--- src/inc/sdlc_buf_pkg.sv ---
// Package: offsets, field layouts, reset values and states of the SDLC buffer register bank
package sdlc_buf_pkg;
   // ==========================================================
   // Register byte offsets on APB
   localparam logic [7:0] SEQ_OFS    = 8'h00;
   localparam logic [7:0] STATION_ADDRESS_OFS   = 8'h04;
   localparam logic [7:0] TXS_OFS    = 8'h08;
   localparam logic [7:0] TXL_OFS    = 8'h0c;
   localparam logic [7:0] TXC_OFS    = 8'h10;
   localparam logic [7:0] RXS_OFS    = 8'h14;
   localparam logic [7:0] RXL_OFS    = 8'h18;
   localparam logic [7:0] RFL_OFS    = 8'h1c;
   localparam logic [7:0] RCB_OFS    = 8'h20;
   localparam logic [7:0] REM_OFS    = 8'h24;
   localparam logic [7:0] Q0_OFS     = 8'h28;
   localparam logic [7:0] Q1_OFS     = 8'h2c;
   localparam logic [7:0] Q2_OFS     = 8'h30;
   localparam logic [7:0] STATE_OFS  = 8'h34;
   localparam logic [7:0] MODE_OFS   = 8'h38;
   // ==========================================================
   // Field positions in the mode/status register
   localparam int TBF_BIT = 7;
   localparam int RBE_BIT = 6;
   localparam int NB_BIT  = 2;
   localparam int AM_BIT  = 1;
   // ==========================================================
   // Reset values and limits
   localparam logic [7:0] REG_RST  = 8'h00;
   localparam logic [7:0] RAM_TOP  = 8'hbf;
   localparam logic [8:0] RAM_TOP9 = 9'h0bf;
   localparam int         Q_DEPTH  = 3;
   // ==========================================================
   // Sequence register layout, bit 7 down to bit 0
   typedef struct packed {
      logic [2:0] ns;
      logic       send_sequence_error;
      logic [2:0] nr;
      logic       receive_sequence_error;
   } seq_t;
   // Software mode and handshake bits
   typedef struct packed {
      logic transmit_buffer_full;
      logic receive_buffer_empty;
      logic nb;
      logic am;
   } mode_t;
   // Frame sequencer, Gray codes in the order listed
   typedef enum logic [2:0] {
      ST_IDLE  = 3'h0,
      ST_FETCH = 3'h1,
      ST_WAIT  = 3'h3,
      ST_SEND  = 3'h2,
      ST_DONE  = 3'h6,
      ST_RXINF = 3'h7,
      ST_DRAIN = 3'h5
   } fstate_t;
endpackage : sdlc_buf_pkg

--- src/rtl/sdlc_buf_regs.sv ---
// Register bank, buffer sequencer and receive queue of the SDLC serial unit
//
// Function
// - Sequence register: send, error, receive, error fields
// - Acknowledge outside send or send+1 sets error
// - Counters untouched outside automatic mode
// - CPU and unit both update sequence register
// - Transmit bytes fetched from transmit start address
// - Programmed byte count sent, stopping early at RAM top; zero allowed
// - Transmit buffer ends at RAM address 191
// - Flexible mode sends transmit control byte
// - Received bytes stored from receive start address
// - Stored bytes limited to receive length
// - Receive buffer ends at RAM address 191
// - Field length register gets stored count
// - Received control byte loaded, read only
// - Debug counter of bytes remaining
// - Three-entry receive queue, entries readable
// - Frame state readable, never written
// - CPU sets buffer full; unit clears at end
// - CPU sets buffer empty; unit clears on frame
// - Mode bit picks automatic mode; unit clears
`timescale 1ns/10ps
`default_nettype none
module sdlc_buf_regs (
   input  wire logic       CLK_SYS,
   input  wire logic       RESETN,
   input  wire logic       PSEL,
   input  wire logic       PENABLE,
   input  wire logic       PWRITE,
   input  wire logic [7:0] PADDR,
   input  wire logic [31:0] PWDATA,
   output logic      [31:0] PRDATA,
   output logic            PREADY,
   output logic            PSLVERR,
   output logic [7:0]      RAM_ADDR,
   output logic [7:0]      RAM_WDATA,
   output logic            RAM_WE,
   output logic            RAM_RE,
   input  wire logic [7:0] RAM_RDATA,
   output logic [7:0]      STATION_ADDR,
   output logic            TX_START,
   output logic [7:0]      TX_CTRL,
   output logic            TX_CTRL_EN,
   output logic [7:0]      TX_DATA,
   output logic            TX_VALID,
   input  wire logic       TX_READY,
   output logic            TX_END,
   input  wire logic       RX_START,
   input  wire logic       RX_CTRL_VALID,
   input  wire logic [7:0] RX_CTRL_DATA,
   input  wire logic       RX_BYTE_VALID,
   input  wire logic [7:0] RX_BYTE,
   input  wire logic       RX_END,
   input  wire logic       RX_ABORT
);
   // ==========================================================
   // Storage
   sdlc_buf_pkg::seq_t    seq_reg;
   sdlc_buf_pkg::mode_t   mode_reg;
   sdlc_buf_pkg::fstate_t state_reg;
   logic [7:0] station_address_reg, txs_reg, txl_reg, txc_reg, rxs_reg, rxl_reg;
   logic [7:0] rfl_reg, rcb_reg, rem_reg, addr_reg, acc_reg, ctl_hold_reg;
   logic [7:0] q_reg [0:2];
   logic [1:0] q_cnt_reg;
   logic       tx_go, rx_go, rx_done, push, pop, wr_en, seq_wr, mode_wr, fits;
   logic       iframe, sframe, ser_hit, ses_hit, nr_step, ns_step;
   logic [1:0] wr_idx;
   logic [2:0] ns_p, nr_p;
   logic [31:0] rd_mux;
   logic       bad_addr;

   // ==========================================================
   // APB decode; zero wait states, answer registered in setup
   assign wr_en   = PSEL && PENABLE && PWRITE && PREADY && !PSLVERR;
   assign seq_wr  = wr_en && (PADDR == sdlc_buf_pkg::SEQ_OFS);
   assign mode_wr = wr_en && (PADDR == sdlc_buf_pkg::MODE_OFS);

   // Read mux; state and queue are debug views
   always_comb begin
      rd_mux   = 32'h0;
      bad_addr = 1'b0;
      unique case (PADDR)
         sdlc_buf_pkg::SEQ_OFS:   rd_mux[7:0] = seq_reg;
         sdlc_buf_pkg::STATION_ADDRESS_OFS:  rd_mux[7:0] = station_address_reg;
         sdlc_buf_pkg::TXS_OFS:   rd_mux[7:0] = txs_reg;
         sdlc_buf_pkg::TXL_OFS:   rd_mux[7:0] = txl_reg;
         sdlc_buf_pkg::TXC_OFS:   rd_mux[7:0] = txc_reg;
         sdlc_buf_pkg::RXS_OFS:   rd_mux[7:0] = rxs_reg;
         sdlc_buf_pkg::RXL_OFS:   rd_mux[7:0] = rxl_reg;
         sdlc_buf_pkg::RFL_OFS:   rd_mux[7:0] = rfl_reg;
         sdlc_buf_pkg::RCB_OFS:   rd_mux[7:0] = rcb_reg;
         sdlc_buf_pkg::REM_OFS:   rd_mux[7:0] = rem_reg;
         sdlc_buf_pkg::Q0_OFS:    rd_mux[7:0] = q_reg[0];
         sdlc_buf_pkg::Q1_OFS:    rd_mux[7:0] = q_reg[1];
         sdlc_buf_pkg::Q2_OFS:    rd_mux[7:0] = q_reg[2];
         sdlc_buf_pkg::STATE_OFS: rd_mux[7:0] = {5'h00, state_reg};
         sdlc_buf_pkg::MODE_OFS:  rd_mux[7:0] = {mode_reg[3:2], 3'h0, mode_reg.nb, mode_reg.am, 1'b0};
         default:                 bad_addr = 1'b1;
      endcase
   end

   // Bus answer flops
   always_ff @(posedge CLK_SYS or negedge RESETN) begin
      if (!RESETN) begin
         PREADY  <= 1'b0;
         PSLVERR <= 1'b0;
         PRDATA  <= 32'h0;
      end else if (PSEL && !PENABLE) begin
         PREADY  <= 1'b1;
         PSLVERR <= bad_addr;
         PRDATA  <= PWRITE ? 32'h0 : rd_mux;
      end else begin
         PREADY  <= 1'b0;
         PSLVERR <= 1'b0;
      end
   end

   // ==========================================================
   // Plain CPU registers; read-only ones ignore writes
   always_ff @(posedge CLK_SYS or negedge RESETN) begin
      if (!RESETN) begin
         station_address_reg <= sdlc_buf_pkg::REG_RST;
         txs_reg  <= sdlc_buf_pkg::REG_RST;
         txl_reg  <= sdlc_buf_pkg::REG_RST;
         txc_reg  <= sdlc_buf_pkg::REG_RST;
         rxs_reg  <= sdlc_buf_pkg::REG_RST;
         rxl_reg  <= sdlc_buf_pkg::REG_RST;
      end else if (wr_en) begin
         // Software is trusted to write these only while idle
         if (PADDR == sdlc_buf_pkg::STATION_ADDRESS_OFS) station_address_reg <= PWDATA[7:0];
         if (PADDR == sdlc_buf_pkg::TXS_OFS)  txs_reg  <= PWDATA[7:0];
         if (PADDR == sdlc_buf_pkg::TXL_OFS)  txl_reg  <= PWDATA[7:0];
         if (PADDR == sdlc_buf_pkg::TXC_OFS)  txc_reg  <= PWDATA[7:0];
         if (PADDR == sdlc_buf_pkg::RXS_OFS)  rxs_reg  <= PWDATA[7:0];
         if (PADDR == sdlc_buf_pkg::RXL_OFS)  rxl_reg  <= PWDATA[7:0];
      end
   end

   // ==========================================================
   // Received control byte fields
   assign ns_p    = ctl_hold_reg[3:1];
   assign nr_p    = ctl_hold_reg[7:5];
   assign iframe  = !ctl_hold_reg[0];
   assign sframe  = ctl_hold_reg[1:0] == 2'b01;
   assign rx_done = (state_reg == sdlc_buf_pkg::ST_DRAIN) && (q_cnt_reg == 2'd0);
   // Counters only take part in automatic mode with a control field
   assign ser_hit = rx_done && mode_reg.am && !mode_reg.nb && iframe && (ns_p != seq_reg.nr);
   assign nr_step = rx_done && mode_reg.am && !mode_reg.nb && iframe && (ns_p == seq_reg.nr);
   assign ses_hit = rx_done && mode_reg.am && !mode_reg.nb && (iframe || sframe)
                    && (nr_p != seq_reg.ns) && (nr_p != 3'(seq_reg.ns + 3'd1));
   assign ns_step = rx_done && mode_reg.am && !mode_reg.nb && (iframe || sframe)
                    && (nr_p == 3'(seq_reg.ns + 3'd1));

   // Sequence register: CPU write first, unit updates on top so no event is lost
   always_ff @(posedge CLK_SYS or negedge RESETN) begin
      if (!RESETN) begin
         seq_reg <= sdlc_buf_pkg::REG_RST;
      end else begin
         if (seq_wr) seq_reg <= PWDATA[7:0];
         if (ser_hit) seq_reg.receive_sequence_error <= 1'b1;
         if (ses_hit) seq_reg.send_sequence_error <= 1'b1;
         if (nr_step) seq_reg.nr <= 3'(seq_reg.nr + 3'd1);
         if (ns_step) seq_reg.ns <= 3'(seq_reg.ns + 3'd1);
      end
   end

   // Mode bits: the unit's clears follow the CPU write
   always_ff @(posedge CLK_SYS or negedge RESETN) begin
      if (!RESETN) begin
         mode_reg <= '0;
      end else begin
         if (mode_wr) begin
            mode_reg.transmit_buffer_full <= PWDATA[sdlc_buf_pkg::TBF_BIT];
            mode_reg.receive_buffer_empty <= PWDATA[sdlc_buf_pkg::RBE_BIT];
            mode_reg.nb  <= PWDATA[sdlc_buf_pkg::NB_BIT];
            mode_reg.am  <= PWDATA[sdlc_buf_pkg::AM_BIT];
         end
         if (state_reg == sdlc_buf_pkg::ST_DONE) mode_reg.transmit_buffer_full <= 1'b0;
         if (rx_done) mode_reg.receive_buffer_empty <= 1'b0;
         // A broken acknowledge drops back to flexible mode
         if (ses_hit) mode_reg.am <= 1'b0;
      end
   end

   // ==========================================================
   // Frame sequencer; one direction at a time, transmit first
   assign tx_go = (state_reg == sdlc_buf_pkg::ST_IDLE) && mode_reg.transmit_buffer_full;
   assign rx_go = (state_reg == sdlc_buf_pkg::ST_IDLE) && !mode_reg.transmit_buffer_full && mode_reg.receive_buffer_empty && RX_START;
   assign fits  = ({1'b0, rxs_reg} + {1'b0, acc_reg}) <= sdlc_buf_pkg::RAM_TOP9;
   assign push  = (state_reg == sdlc_buf_pkg::ST_RXINF) && RX_BYTE_VALID
                  && (acc_reg < rxl_reg) && fits && (q_cnt_reg != 2'd3);
   assign pop   = ((state_reg == sdlc_buf_pkg::ST_RXINF) || (state_reg == sdlc_buf_pkg::ST_DRAIN))
                  && (q_cnt_reg != 2'd0);

   always_ff @(posedge CLK_SYS or negedge RESETN) begin
      if (!RESETN) begin
         state_reg <= sdlc_buf_pkg::ST_IDLE;
      end else begin
         unique case (state_reg)
            sdlc_buf_pkg::ST_IDLE:
               if (tx_go) state_reg <= sdlc_buf_pkg::ST_FETCH;
               else if (rx_go) state_reg <= sdlc_buf_pkg::ST_RXINF;
            sdlc_buf_pkg::ST_FETCH:
               // Zero length or past the top of RAM: no information field
               if (rem_reg == 8'h00 || addr_reg > sdlc_buf_pkg::RAM_TOP)
                  state_reg <= sdlc_buf_pkg::ST_DONE;
               else state_reg <= sdlc_buf_pkg::ST_WAIT;
            sdlc_buf_pkg::ST_WAIT: state_reg <= sdlc_buf_pkg::ST_SEND;
            sdlc_buf_pkg::ST_SEND:
               if (TX_READY) begin
                  if (addr_reg == sdlc_buf_pkg::RAM_TOP) state_reg <= sdlc_buf_pkg::ST_DONE;
                  else state_reg <= sdlc_buf_pkg::ST_FETCH;
               end
            sdlc_buf_pkg::ST_DONE: state_reg <= sdlc_buf_pkg::ST_IDLE;
            sdlc_buf_pkg::ST_RXINF:
               if (RX_ABORT) state_reg <= sdlc_buf_pkg::ST_IDLE;
               else if (RX_END) state_reg <= sdlc_buf_pkg::ST_DRAIN;
            sdlc_buf_pkg::ST_DRAIN:
               if (q_cnt_reg == 2'd0) state_reg <= sdlc_buf_pkg::ST_IDLE;
            default: state_reg <= sdlc_buf_pkg::ST_IDLE;
         endcase
      end
   end

   // Buffer address, remaining count and accepted count
   always_ff @(posedge CLK_SYS or negedge RESETN) begin
      if (!RESETN) begin
         addr_reg <= sdlc_buf_pkg::REG_RST;
         rem_reg  <= sdlc_buf_pkg::REG_RST;
         acc_reg  <= sdlc_buf_pkg::REG_RST;
      end else begin
         if (wr_en && PADDR == sdlc_buf_pkg::REM_OFS) rem_reg <= PWDATA[7:0];
         if (tx_go) begin
            addr_reg <= txs_reg;
            rem_reg  <= txl_reg;
         end else if (rx_go) begin
            addr_reg <= rxs_reg;
            rem_reg  <= rxl_reg;
            acc_reg  <= 8'h00;
         end else if (state_reg == sdlc_buf_pkg::ST_SEND && TX_READY) begin
            addr_reg <= 8'(addr_reg + 8'd1);
            rem_reg  <= 8'(rem_reg - 8'd1);
         end else begin
            if (pop) addr_reg <= 8'(addr_reg + 8'd1);
            if (push) begin
               acc_reg <= 8'(acc_reg + 8'd1);
               rem_reg <= 8'(rem_reg - 8'd1);
            end
         end
      end
   end

   // ==========================================================
   // Receive queue; entries shift toward the head on each RAM write
   assign wr_idx = pop ? 2'(q_cnt_reg - 2'd1) : q_cnt_reg;
   genvar gi;
   generate
      for (gi = 0; gi < sdlc_buf_pkg::Q_DEPTH; gi++) begin : g_q
         always_ff @(posedge CLK_SYS or negedge RESETN) begin
            if (!RESETN) begin
               q_reg[gi] <= sdlc_buf_pkg::REG_RST;
            end else if (push && wr_idx == 2'(gi)) begin
               q_reg[gi] <= RX_BYTE;
            end else if (pop && gi < 2) begin
               q_reg[gi] <= q_reg[(gi < 2) ? gi + 1 : gi];
            end
         end
      end
   endgenerate

   // Queue fill; an abort zeroes the count, and the queue head still pops to RAM that cycle
   always_ff @(posedge CLK_SYS or negedge RESETN) begin
      if (!RESETN) begin
         q_cnt_reg <= 2'd0;
      end else if (state_reg == sdlc_buf_pkg::ST_RXINF && RX_ABORT) begin
         q_cnt_reg <= 2'd0;
      end else begin
         q_cnt_reg <= 2'(q_cnt_reg + 2'(push) - 2'(pop));
      end
   end

   // ==========================================================
   // Received frame results; control byte held until frame accepted
   always_ff @(posedge CLK_SYS or negedge RESETN) begin
      if (!RESETN) begin
         ctl_hold_reg <= sdlc_buf_pkg::REG_RST;
         rfl_reg      <= sdlc_buf_pkg::REG_RST;
         rcb_reg      <= sdlc_buf_pkg::REG_RST;
      end else begin
         if (state_reg == sdlc_buf_pkg::ST_RXINF && RX_CTRL_VALID) ctl_hold_reg <= RX_CTRL_DATA;
         if (wr_en && PADDR == sdlc_buf_pkg::RFL_OFS) rfl_reg <= PWDATA[7:0];
         if (rx_done) begin
            rfl_reg <= acc_reg;
            if (!mode_reg.nb) rcb_reg <= ctl_hold_reg;
         end
      end
   end

   // RAM port: reads for transmit, writes from the queue head
   always_ff @(posedge CLK_SYS or negedge RESETN) begin
      if (!RESETN) begin
         RAM_ADDR  <= 8'h00;
         RAM_WDATA <= 8'h00;
         RAM_WE    <= 1'b0;
         RAM_RE    <= 1'b0;
      end else begin
         RAM_WE <= pop;
         RAM_RE <= (state_reg == sdlc_buf_pkg::ST_FETCH) && (rem_reg != 8'h00)
                   && (addr_reg <= sdlc_buf_pkg::RAM_TOP);
         if (pop) begin
            RAM_ADDR  <= addr_reg;
            RAM_WDATA <= q_reg[0];
         end else if (state_reg == sdlc_buf_pkg::ST_FETCH) begin
            RAM_ADDR <= addr_reg;
         end
      end
   end

   // ==========================================================
   // Transmit side towards the frame engine
   always_ff @(posedge CLK_SYS or negedge RESETN) begin
      if (!RESETN) begin
         TX_START     <= 1'b0;
         TX_CTRL      <= 8'h00;
         TX_CTRL_EN   <= 1'b0;
         TX_DATA      <= 8'h00;
         TX_VALID     <= 1'b0;
         TX_END       <= 1'b0;
         STATION_ADDR <= 8'h00;
      end else begin
         STATION_ADDR <= station_address_reg;
         TX_START     <= tx_go;
         TX_END       <= state_reg == sdlc_buf_pkg::ST_DONE;
         if (tx_go) begin
            // Automatic mode builds an I-frame control byte itself
            TX_CTRL    <= mode_reg.am ? {seq_reg.nr, 1'b1, seq_reg.ns, 1'b0} : txc_reg;
            TX_CTRL_EN <= !mode_reg.nb;
         end
         if (state_reg == sdlc_buf_pkg::ST_WAIT) begin
            TX_DATA  <= RAM_RDATA;
            TX_VALID <= 1'b1;
         end else if (state_reg == sdlc_buf_pkg::ST_SEND && TX_READY) begin
            TX_VALID <= 1'b0;
         end
      end
   end
endmodule : sdlc_buf_regs
`default_nettype wire
--- config.mk ---
export PLATFORM = sky130hd
export DESIGN_NAME = sdlc_buf_regs
export DESIGN_NICKNAME = d
export VERILOG_FILES = /design/src/inc/sdlc_buf_pkg.sv /design/src/rtl/sdlc_buf_regs.sv
export SDC_FILE = /design/constraint.sdc
export NUM_CORES = 1
export LEC_CHECK = 0
export BUFFER_PORTS_ARGS = -buffer_cell sky130_fd_sc_hd__buf_2
export CAP_MARGIN = 20
export CORE_MARGIN = 4
export CORE_UTILIZATION = 60
export DETAILED_ROUTE_END_ITERATION = 10
export PLACE_DENSITY_LB_ADDON = 0.15
export SYNTH_ARGS = -nofsm -noshare
export SYNTH_HDL_FRONTEND = slang
export SYNTH_SLANG_ARGS = --single-unit
--- constraint.sdc ---
create_clock -name CLK_SYS -period 4.3 [get_ports CLK_SYS]
set_clock_uncertainty 0.05 [all_clocks]
set_input_delay 0.645 -clock CLK_SYS [delete_from_list [all_inputs] [get_ports CLK_SYS]]
set_output_delay 0.645 -clock CLK_SYS [all_outputs]
set_load 0.01 [all_outputs]
==> reports/results.txt, run 1 <==
Post-DP HPWL - 20,700 um
grt ovf - 0
Die Width - 138 um
Design Area, Final - 11,300 um^2
final core occ - 0.686
Leak Pwr - 5.50 nW
Layout Nets - 1,206
number of synthesized register bits - 193
floorplan row count - 47
Critical Path Fanout Max - 14
Power Density - 449 nW/um^2
status - finished, final reports clean
Post-synth EDFFs - 0
register-to-register setup slack - 0.84 ns
Via Count - 8,625
crit start category - register
first-pass GRT wire length - 45,500 um
synth unique cells - 67
largest net degree at the start of global routing - 125
post-route clock period utilization - 0.805
First-pass DRT Iterations - 6
Reg clk slew, reported paths - 0.07 ns
port bufs - 106
DRC Markers - 0
Area growth, synth to finish - 12.5%
CP peak stage delay - 0.47 ns
Fmax - 0.289 GHz
final setup fails - 0
setup_tns - 0 ns
number of global-route vias before repair - 8,154
max reg flops - 24
most frequent cells in the layout - dfrtp_1 (193), nand2_1 (182), buf_2 (105)
cts hold-fix bufs - 0
die height - 138 um
Crit Path Class - register to register
crit path cell chain - ha_1, fa_1, nand3_1, a21oi_1, nand2b_1, o21ai_0, o21a_1, inv_4, ha_1, inv_1, ha_1, xnor2_1, xnor2_1, a21oi_1
Slowest cell on crit path - dfrtp_1
Most common cell on crit path - ha_1
initial antenna violation count - 0
top post-synthesis cells by area - dfrtp_1 (48%), mux2_2 (11%), nand2_1 (6.8%), ha_1 (3.1%), a22oi_1 (2.8%)
Placed Area - 10,700 um^2
cell taking the most area after synthesis - dfrtp_1
Max Transition Viols Final - 0
Critical Path AT - 3.72 ns
measured slew at the worst slew-check pin - 1.10 ns
Yosys top cell area share - 0.479
Avg WL per Cell - 21.9 um
postcts setup bufs - 0
post-route ant nets - 0
max-cap violation count - 0
endpoint class of the critical path - register
Tot GR Track Use - 0.318
VDD IR-drop max - 0.376 mV
GPL Wtd Cong - 0.971
Synth async-reset ratio - 1.00
H-tree depth - 4
Post-Syn Area - 10,100 um^2
clk_lat worst skew - 0.44 ns
TritonCTS Buffers - 17
worst hold margin - 0.296 ns
Vias/cell - 6.45
final wirelength - 29,300 um
ANT cells - 0
CTS max path bufs - 2
clock sink total - 193
Tmin final - 3.46 ns
clock root buffer - clkbuf_16
TritonCTS clock tree - done
full die area - 18,900 um^2
layout cells sized above 1 - 0.233
CP required - 4.56 ns
Rel. slew slack - 0.257
syn avg cell area - 9.99 um^2
Inst Count DP - 1,305
IO Pins - 155
core area - 16,500 um^2
Final Non-Filler Cells - 1,338
HP Class - input pin to async pin
Yosys warnings - 0
post-CTS sizing - 0
initial DRC count - 938
RSZ-0062 raised after global routing - no
Fin. Hold Viols - 0
ys flop type - dfrtp_1
register area share after synthesis - 0.479
Initial Util - 0.610
cell count after synthesis - 1,009
commonest non-fill, non-tap cell in the layout - dfrtp_1
cell families after synthesis:
kind of cell	synth area share
compound gates	0.148
xor+xnor	0.0139
fa+ha+maj	0.0330
buf+inv	0.0444
flops	0.479
mux	0.121
other cells	0.000372
simple gates	0.160
worst max-delay path: cells and delay by family (launching register included):
| kind | cells | cell delay [ns] |
|---|---|---|
| adder cells (fa/ha/maj) | 4 | 1.13 |
| buffers and inverters | 2 | 0.20 |
| XOR/XNOR | 2 | 0.31 |
| AO/OA/AOI/OAI | 4 | 0.86 |
| AND/OR/NAND/NOR | 2 | 0.30 |
| flip-flops | 1 | 0.47 |
cell usage after synthesis (7+ instances only):
cell type and instances:
ha_1 25, a22oi_1 38, buf_4 24, a221o_1 10
mux2_2 99, nor3_1 10, xnor2_1 7, buf_1 8
dfrtp_1 193, o211ai_1 10, nand2_1 182, a222oi_1 11
clkbuf_1 25, nand2b_1 7, nor2_1 66, and3_1 10
o21ai_0 54, a21oi_1 28, nand3_1 33, xor2_1 9
a31oi_1 16, nand4_1 9, or3_1 7, inv_1 23
or4_1 11, mux2i_1 10
final timing paths:
path / to / startpoint / depth (start not counted)
worst max register to register: q_cnt_reg[1] / acc_reg[0] / 14
worst min register to register: STATION_ADDR[6] / station_address_reg[6] / 0
worst min-delay path: addr_reg[4] / RESETN / 1
worst max-delay path: q_cnt_reg[1] / acc_reg[0] / 14
min in group CLK_SYS: STATION_ADDR[6] / station_address_reg[6] / 0
max in group asynchronous: RAM_ADDR[3] / RESETN / 2
report_power, final:
part	internal [mW]	switching, mW	leakage [nW]
Combinational	0.490	0.617	2.62
Sequential	2.05	0.291	2.58
Clock	0.849	0.782	0.299
final cells by class:
| cell class | instances | area [um^2] |
|---|---|---|
| Clock buffer | 18 | 439 |
| Tap cell | 220 | 275 |
| Inverter | 25 | 96.3 |
| Timing Repair Buffer | 118 | 642 |
| Fill cell | 1255 | 5190 |
| Multi-Input combinational cell | 750 | 4890 |
| Sequential cell | 193 | 4830 |
| Clock inverter | 14 | 165 |
metrics by stage:
step | worst slack [ns] | total power, mW
final | 0.839 | 5.08
after global routing | 0.640 | 5.33
after CTS | 0.937 | 5.08
after detailed placement | 0.978 | 3.47
after global placement | 1.03 | 3.43
after floorplan | 1.39 | 3.11
metal layers:
metal,up-vias,track usage,part of all wire
met5,-,0,0
met2,520,0.471,0.44
met1,4197,0.452,0.41
met4,0,0.124,0.037
met3,98,0.0804,0.11
li1,3810,-,-
Note: power is estimated with default switching activity, not from simulation.
==> inputs of run 2 (changes only) <==
ABC_AREA = 1   (was not set)
CORE_UTILIZATION = 52   (was 60)
clock period = 3.16 ns   (was 4.3 ns; I/O delays follow)
==> run 2 against run 1 <==
  * Sequential power increased by 30%
  * Final area grew 0.98%
  * Combinational power rose by 43%
==> reports/results.txt, run 2 <==
top post-synthesis cells by area - dfrtp_1 (47%), nand2_1 (11%), o21ai_0 (5.9%), inv_1 (5.2%), nand3_1 (4.8%)
fill count - 1,782 (+42%)
Max Transition Viols Final - 0 (unchanged)
post-CTS sizing - 0 (unchanged)
layout cells sized above 1 - 0.152 (-0.0813)
max reg flops - 24 (unchanged)
Yosys top cell area share - 0.475 (-0.00448)
post-route ant nets - 0 (unchanged)
port bufs - 106 (unchanged)
crit start category - register
First-pass DRT Iterations - 6 (unchanged)
most frequent cells in the layout - nand2_1 (307), dfrtp_1 (193), inv_1 (140)
Crit Path Class - register to register
Tot GR Track Use - 0.279 (-0.0391)
TritonCTS clock tree - done
Design Area, Final - 11,400 um^2 (+0.98%)
setup slack after layout - 0.370 ns (-0.469 ns)
syn avg cell area - 8.22 um^2 (-18%)
TritonCTS Buffers - 17 (unchanged)
HP Class - input pin to async pin
Final Non-Filler Cells - 1,614 (+21%)
RSZ-0062 raised after global routing - no
Power Density - 588 nW/um^2 (+31%)
Rel. slew slack - 0.501 (+0.244)
Die Width - 148 um (+7.5%)
total power - 6.73 mW (+32%)
cell count after synthesis - 1,237 (+23%)
floorplan row count - 50 (+6.4%)
Tmin final - 2.79 ns (-0.671 ns)
cts hold-fix bufs - 0 (unchanged)
Yosys warnings - 0 (unchanged)
final setup fails - 0 (unchanged)
Via Count - 9,032 (+4.7%)
Inst Count DP - 1,583 (+21%)
Fin. Hold Viols - 0 (unchanged)
measured slew at the worst slew-check pin - 0.748 ns (-0.352 ns)
status - finished, final reports clean
VDD IR-drop max - 0.382 mV (+1.6%)
ANT cells - 0 (unchanged)
ys flop type - dfrtp_1
IO Pins - 155 (unchanged)
worst hold margin - 0.0380 ns (-0.258 ns)
grt ovf - 0 (unchanged)
CP required - 3.46 ns (-1.10 ns)
full die area - 21,900 um^2 (+15%)
setup_tns - 0 ns (unchanged)
final wirelength - 30,300 um (+3.1%)
Area growth, synth to finish - 12.5% (about the same)
CTS max path bufs - 2 (unchanged)
Layout Nets - 1,443 (+20%)
die height - 148 um (+7.5%)
number of synthesized register bits - 193 (unchanged)
H-tree depth - 4 (unchanged)
number of global-route vias before repair - 8,326 (+2.1%)
core area - 19,000 um^2 (+15%)
Post-synth EDFFs - 0 (unchanged)
largest net degree at the start of global routing - 87 (-30%)
Leak Pwr - 5.63 nW (+2.4%)
GPL Wtd Cong - 1.05 (+7.9%)
Setup WS pre-CTS - 0.375 ns (-0.603 ns)
first-pass GRT wire length - 47,200 um (+3.7%)
post-route clock period utilization - 0.883 (+0.0781)
Placed Area - 10,900 um^2 (+1.5%)
Reg clk slew, reported paths - 0.08 ns (about the same)
switching share of power - 0.340 (+0.00769)
Clock power frac - 0.311 (-0.010)
synth unique cells - 53 (-21%)
CP peak stage delay - 0.44 ns (-0.03 ns)
Slowest cell on crit path - dfrtp_1
DRC Markers - 0 (unchanged)
Comb power frac - 0.237 (+0.019)
Fmax - 0.358 GHz (+24%)
final core occ - 0.604 (-0.0821)
Avg WL per Cell - 18.8 um (-14%)
clock root buffer - clkbuf_16
clk_lat worst skew - 0.45 ns (about the same)
Pint - 4.44 mW (+31%)
Critical Path Fanout Max - 5 (-9)
cell taking the most area after synthesis - dfrtp_1
initial antenna violation count - 0 (unchanged)
commonest non-fill, non-tap cell in the layout - nand2_1
Critical Path AT - 3.09 ns (-0.63 ns)
Vias/cell - 5.60 (-13%)
Most common cell on crit path - nand2_1
count leader, synth - nand2_1
P_sw - 2.29 mW (+35%)
clock sink total - 193 (unchanged)
postcts setup bufs - 0 (unchanged)
crit path cell chain - ha_1, fa_1, nand2_1, nand2_1, nand3_1, nand3_1, nand2_1, nand2_1, nand2_1, nand3_4, ha_1, inv_1, ha_1, xnor2_1, xor2_1, a21boi_0
Reg power frac - 0.451 (-0.010)
Post-DP HPWL - 22,900 um (+10%)
Initial Util - 0.537 (-0.0732)
Post-Syn Area - 10,200 um^2 (+0.94%)
max-cap violation count - 0 (unchanged)
register area share after synthesis - 0.475 (-0.00448)
endpoint class of the critical path - register
commonest cells in the netlist - nand2_1 (307), dfrtp_1 (193), inv_1 (140)
Synth async-reset ratio - 1.00 (unchanged)
initial DRC count - 809 (-14%)
[run 2: cell count changes after synthesis, moves of 11 or more]
cell	before	now
a222oi_1	11	0
a22oi_1	38	4
a31oi_1	16	3
inv_1	23	140
mux2_2	99	16
nand2_1	182	307
nand3_1	33	97
nand4_1	9	20
o21ai_0	54	119
o22ai_1	4	15
or4_1	11	0
[run 2: final cells by class]
cell class,instances,area [um^2],area share
flip-flops and latches,193,4830,0.422
multi-input cells,860,4520,0.395
repair buffers,117,634,0.0554
inverters,153,579,0.0506
clock buffers,18,439,0.0384
well taps,260,325,0.0284
clock inverters,13,119,0.0104
[run 2: cell families after synthesis]
kind of cell               after synthesis  share of synthesized area
adders and majority gates               26                     0.0327
AOI/OAI and AO/OA                      234                      0.136
xor gates and xnor gates                20                     0.0180
buffers and inverters                  207                     0.0895
DFF                                    193                      0.475
other                                    1                   0.000369
and+or+nand+nor                        540                      0.231
muxes                                   16                     0.0177
[run 2: power groups by stage]
| stage | clock network [mW] | registers (mW) | logic (mW) |
|---|---|---|---|
| after floorplan | 0 | 3.09 | 1.07 |
| after global placement | 0 | 3.07 | 1.56 |
| after detailed placement | 0 | 3.08 | 1.58 |
| after CTS | 2.11 | 3.03 | 1.59 |
| after global routing | 2.22 | 3.08 | 1.79 |
| final | 2.10 | 3.04 | 1.59 |
[run 2: path summary, 6_finish.rpt]
kind,to,cells after the start,startpoint,slack [ns]
worst min register to register,STATION_ADDR[2],0,station_address_reg[2],0.36
min in group CLK_SYS,PREADY,2,PENABLE,0.16
worst max-delay path,q_cnt_reg[1],16,acc_reg[0],0.37
worst min-delay path,STATION_ADDR[2],1,RESETN,0.04
worst max register to register,q_cnt_reg[1],16,acc_reg[0],0.37
max in group asynchronous,q_reg[7],2,RESETN,2.19
[run 2: metal layers]
layer	global-route usage	wire, um	vias to the layer above
met5	0	0	-
met4	0.0938	927	0
li1	-	-	4273
met1	0.419	13300	4246
met2	0.409	13300	440
met3	0.0533	2790	73
[run 2: worst max-delay path, delay by kind of cell (launching register included)]
kind | cells | cell delay [ns]
flip-flops | 1 | 0.44
XOR/XNOR | 2 | 0.31
buffers and inverters | 1 | 0.04
adder cells (fa/ha/maj) | 4 | 1.05
AO/OA/AOI/OAI | 1 | 0.23
AND/OR/NAND/NOR | 8 | 0.60
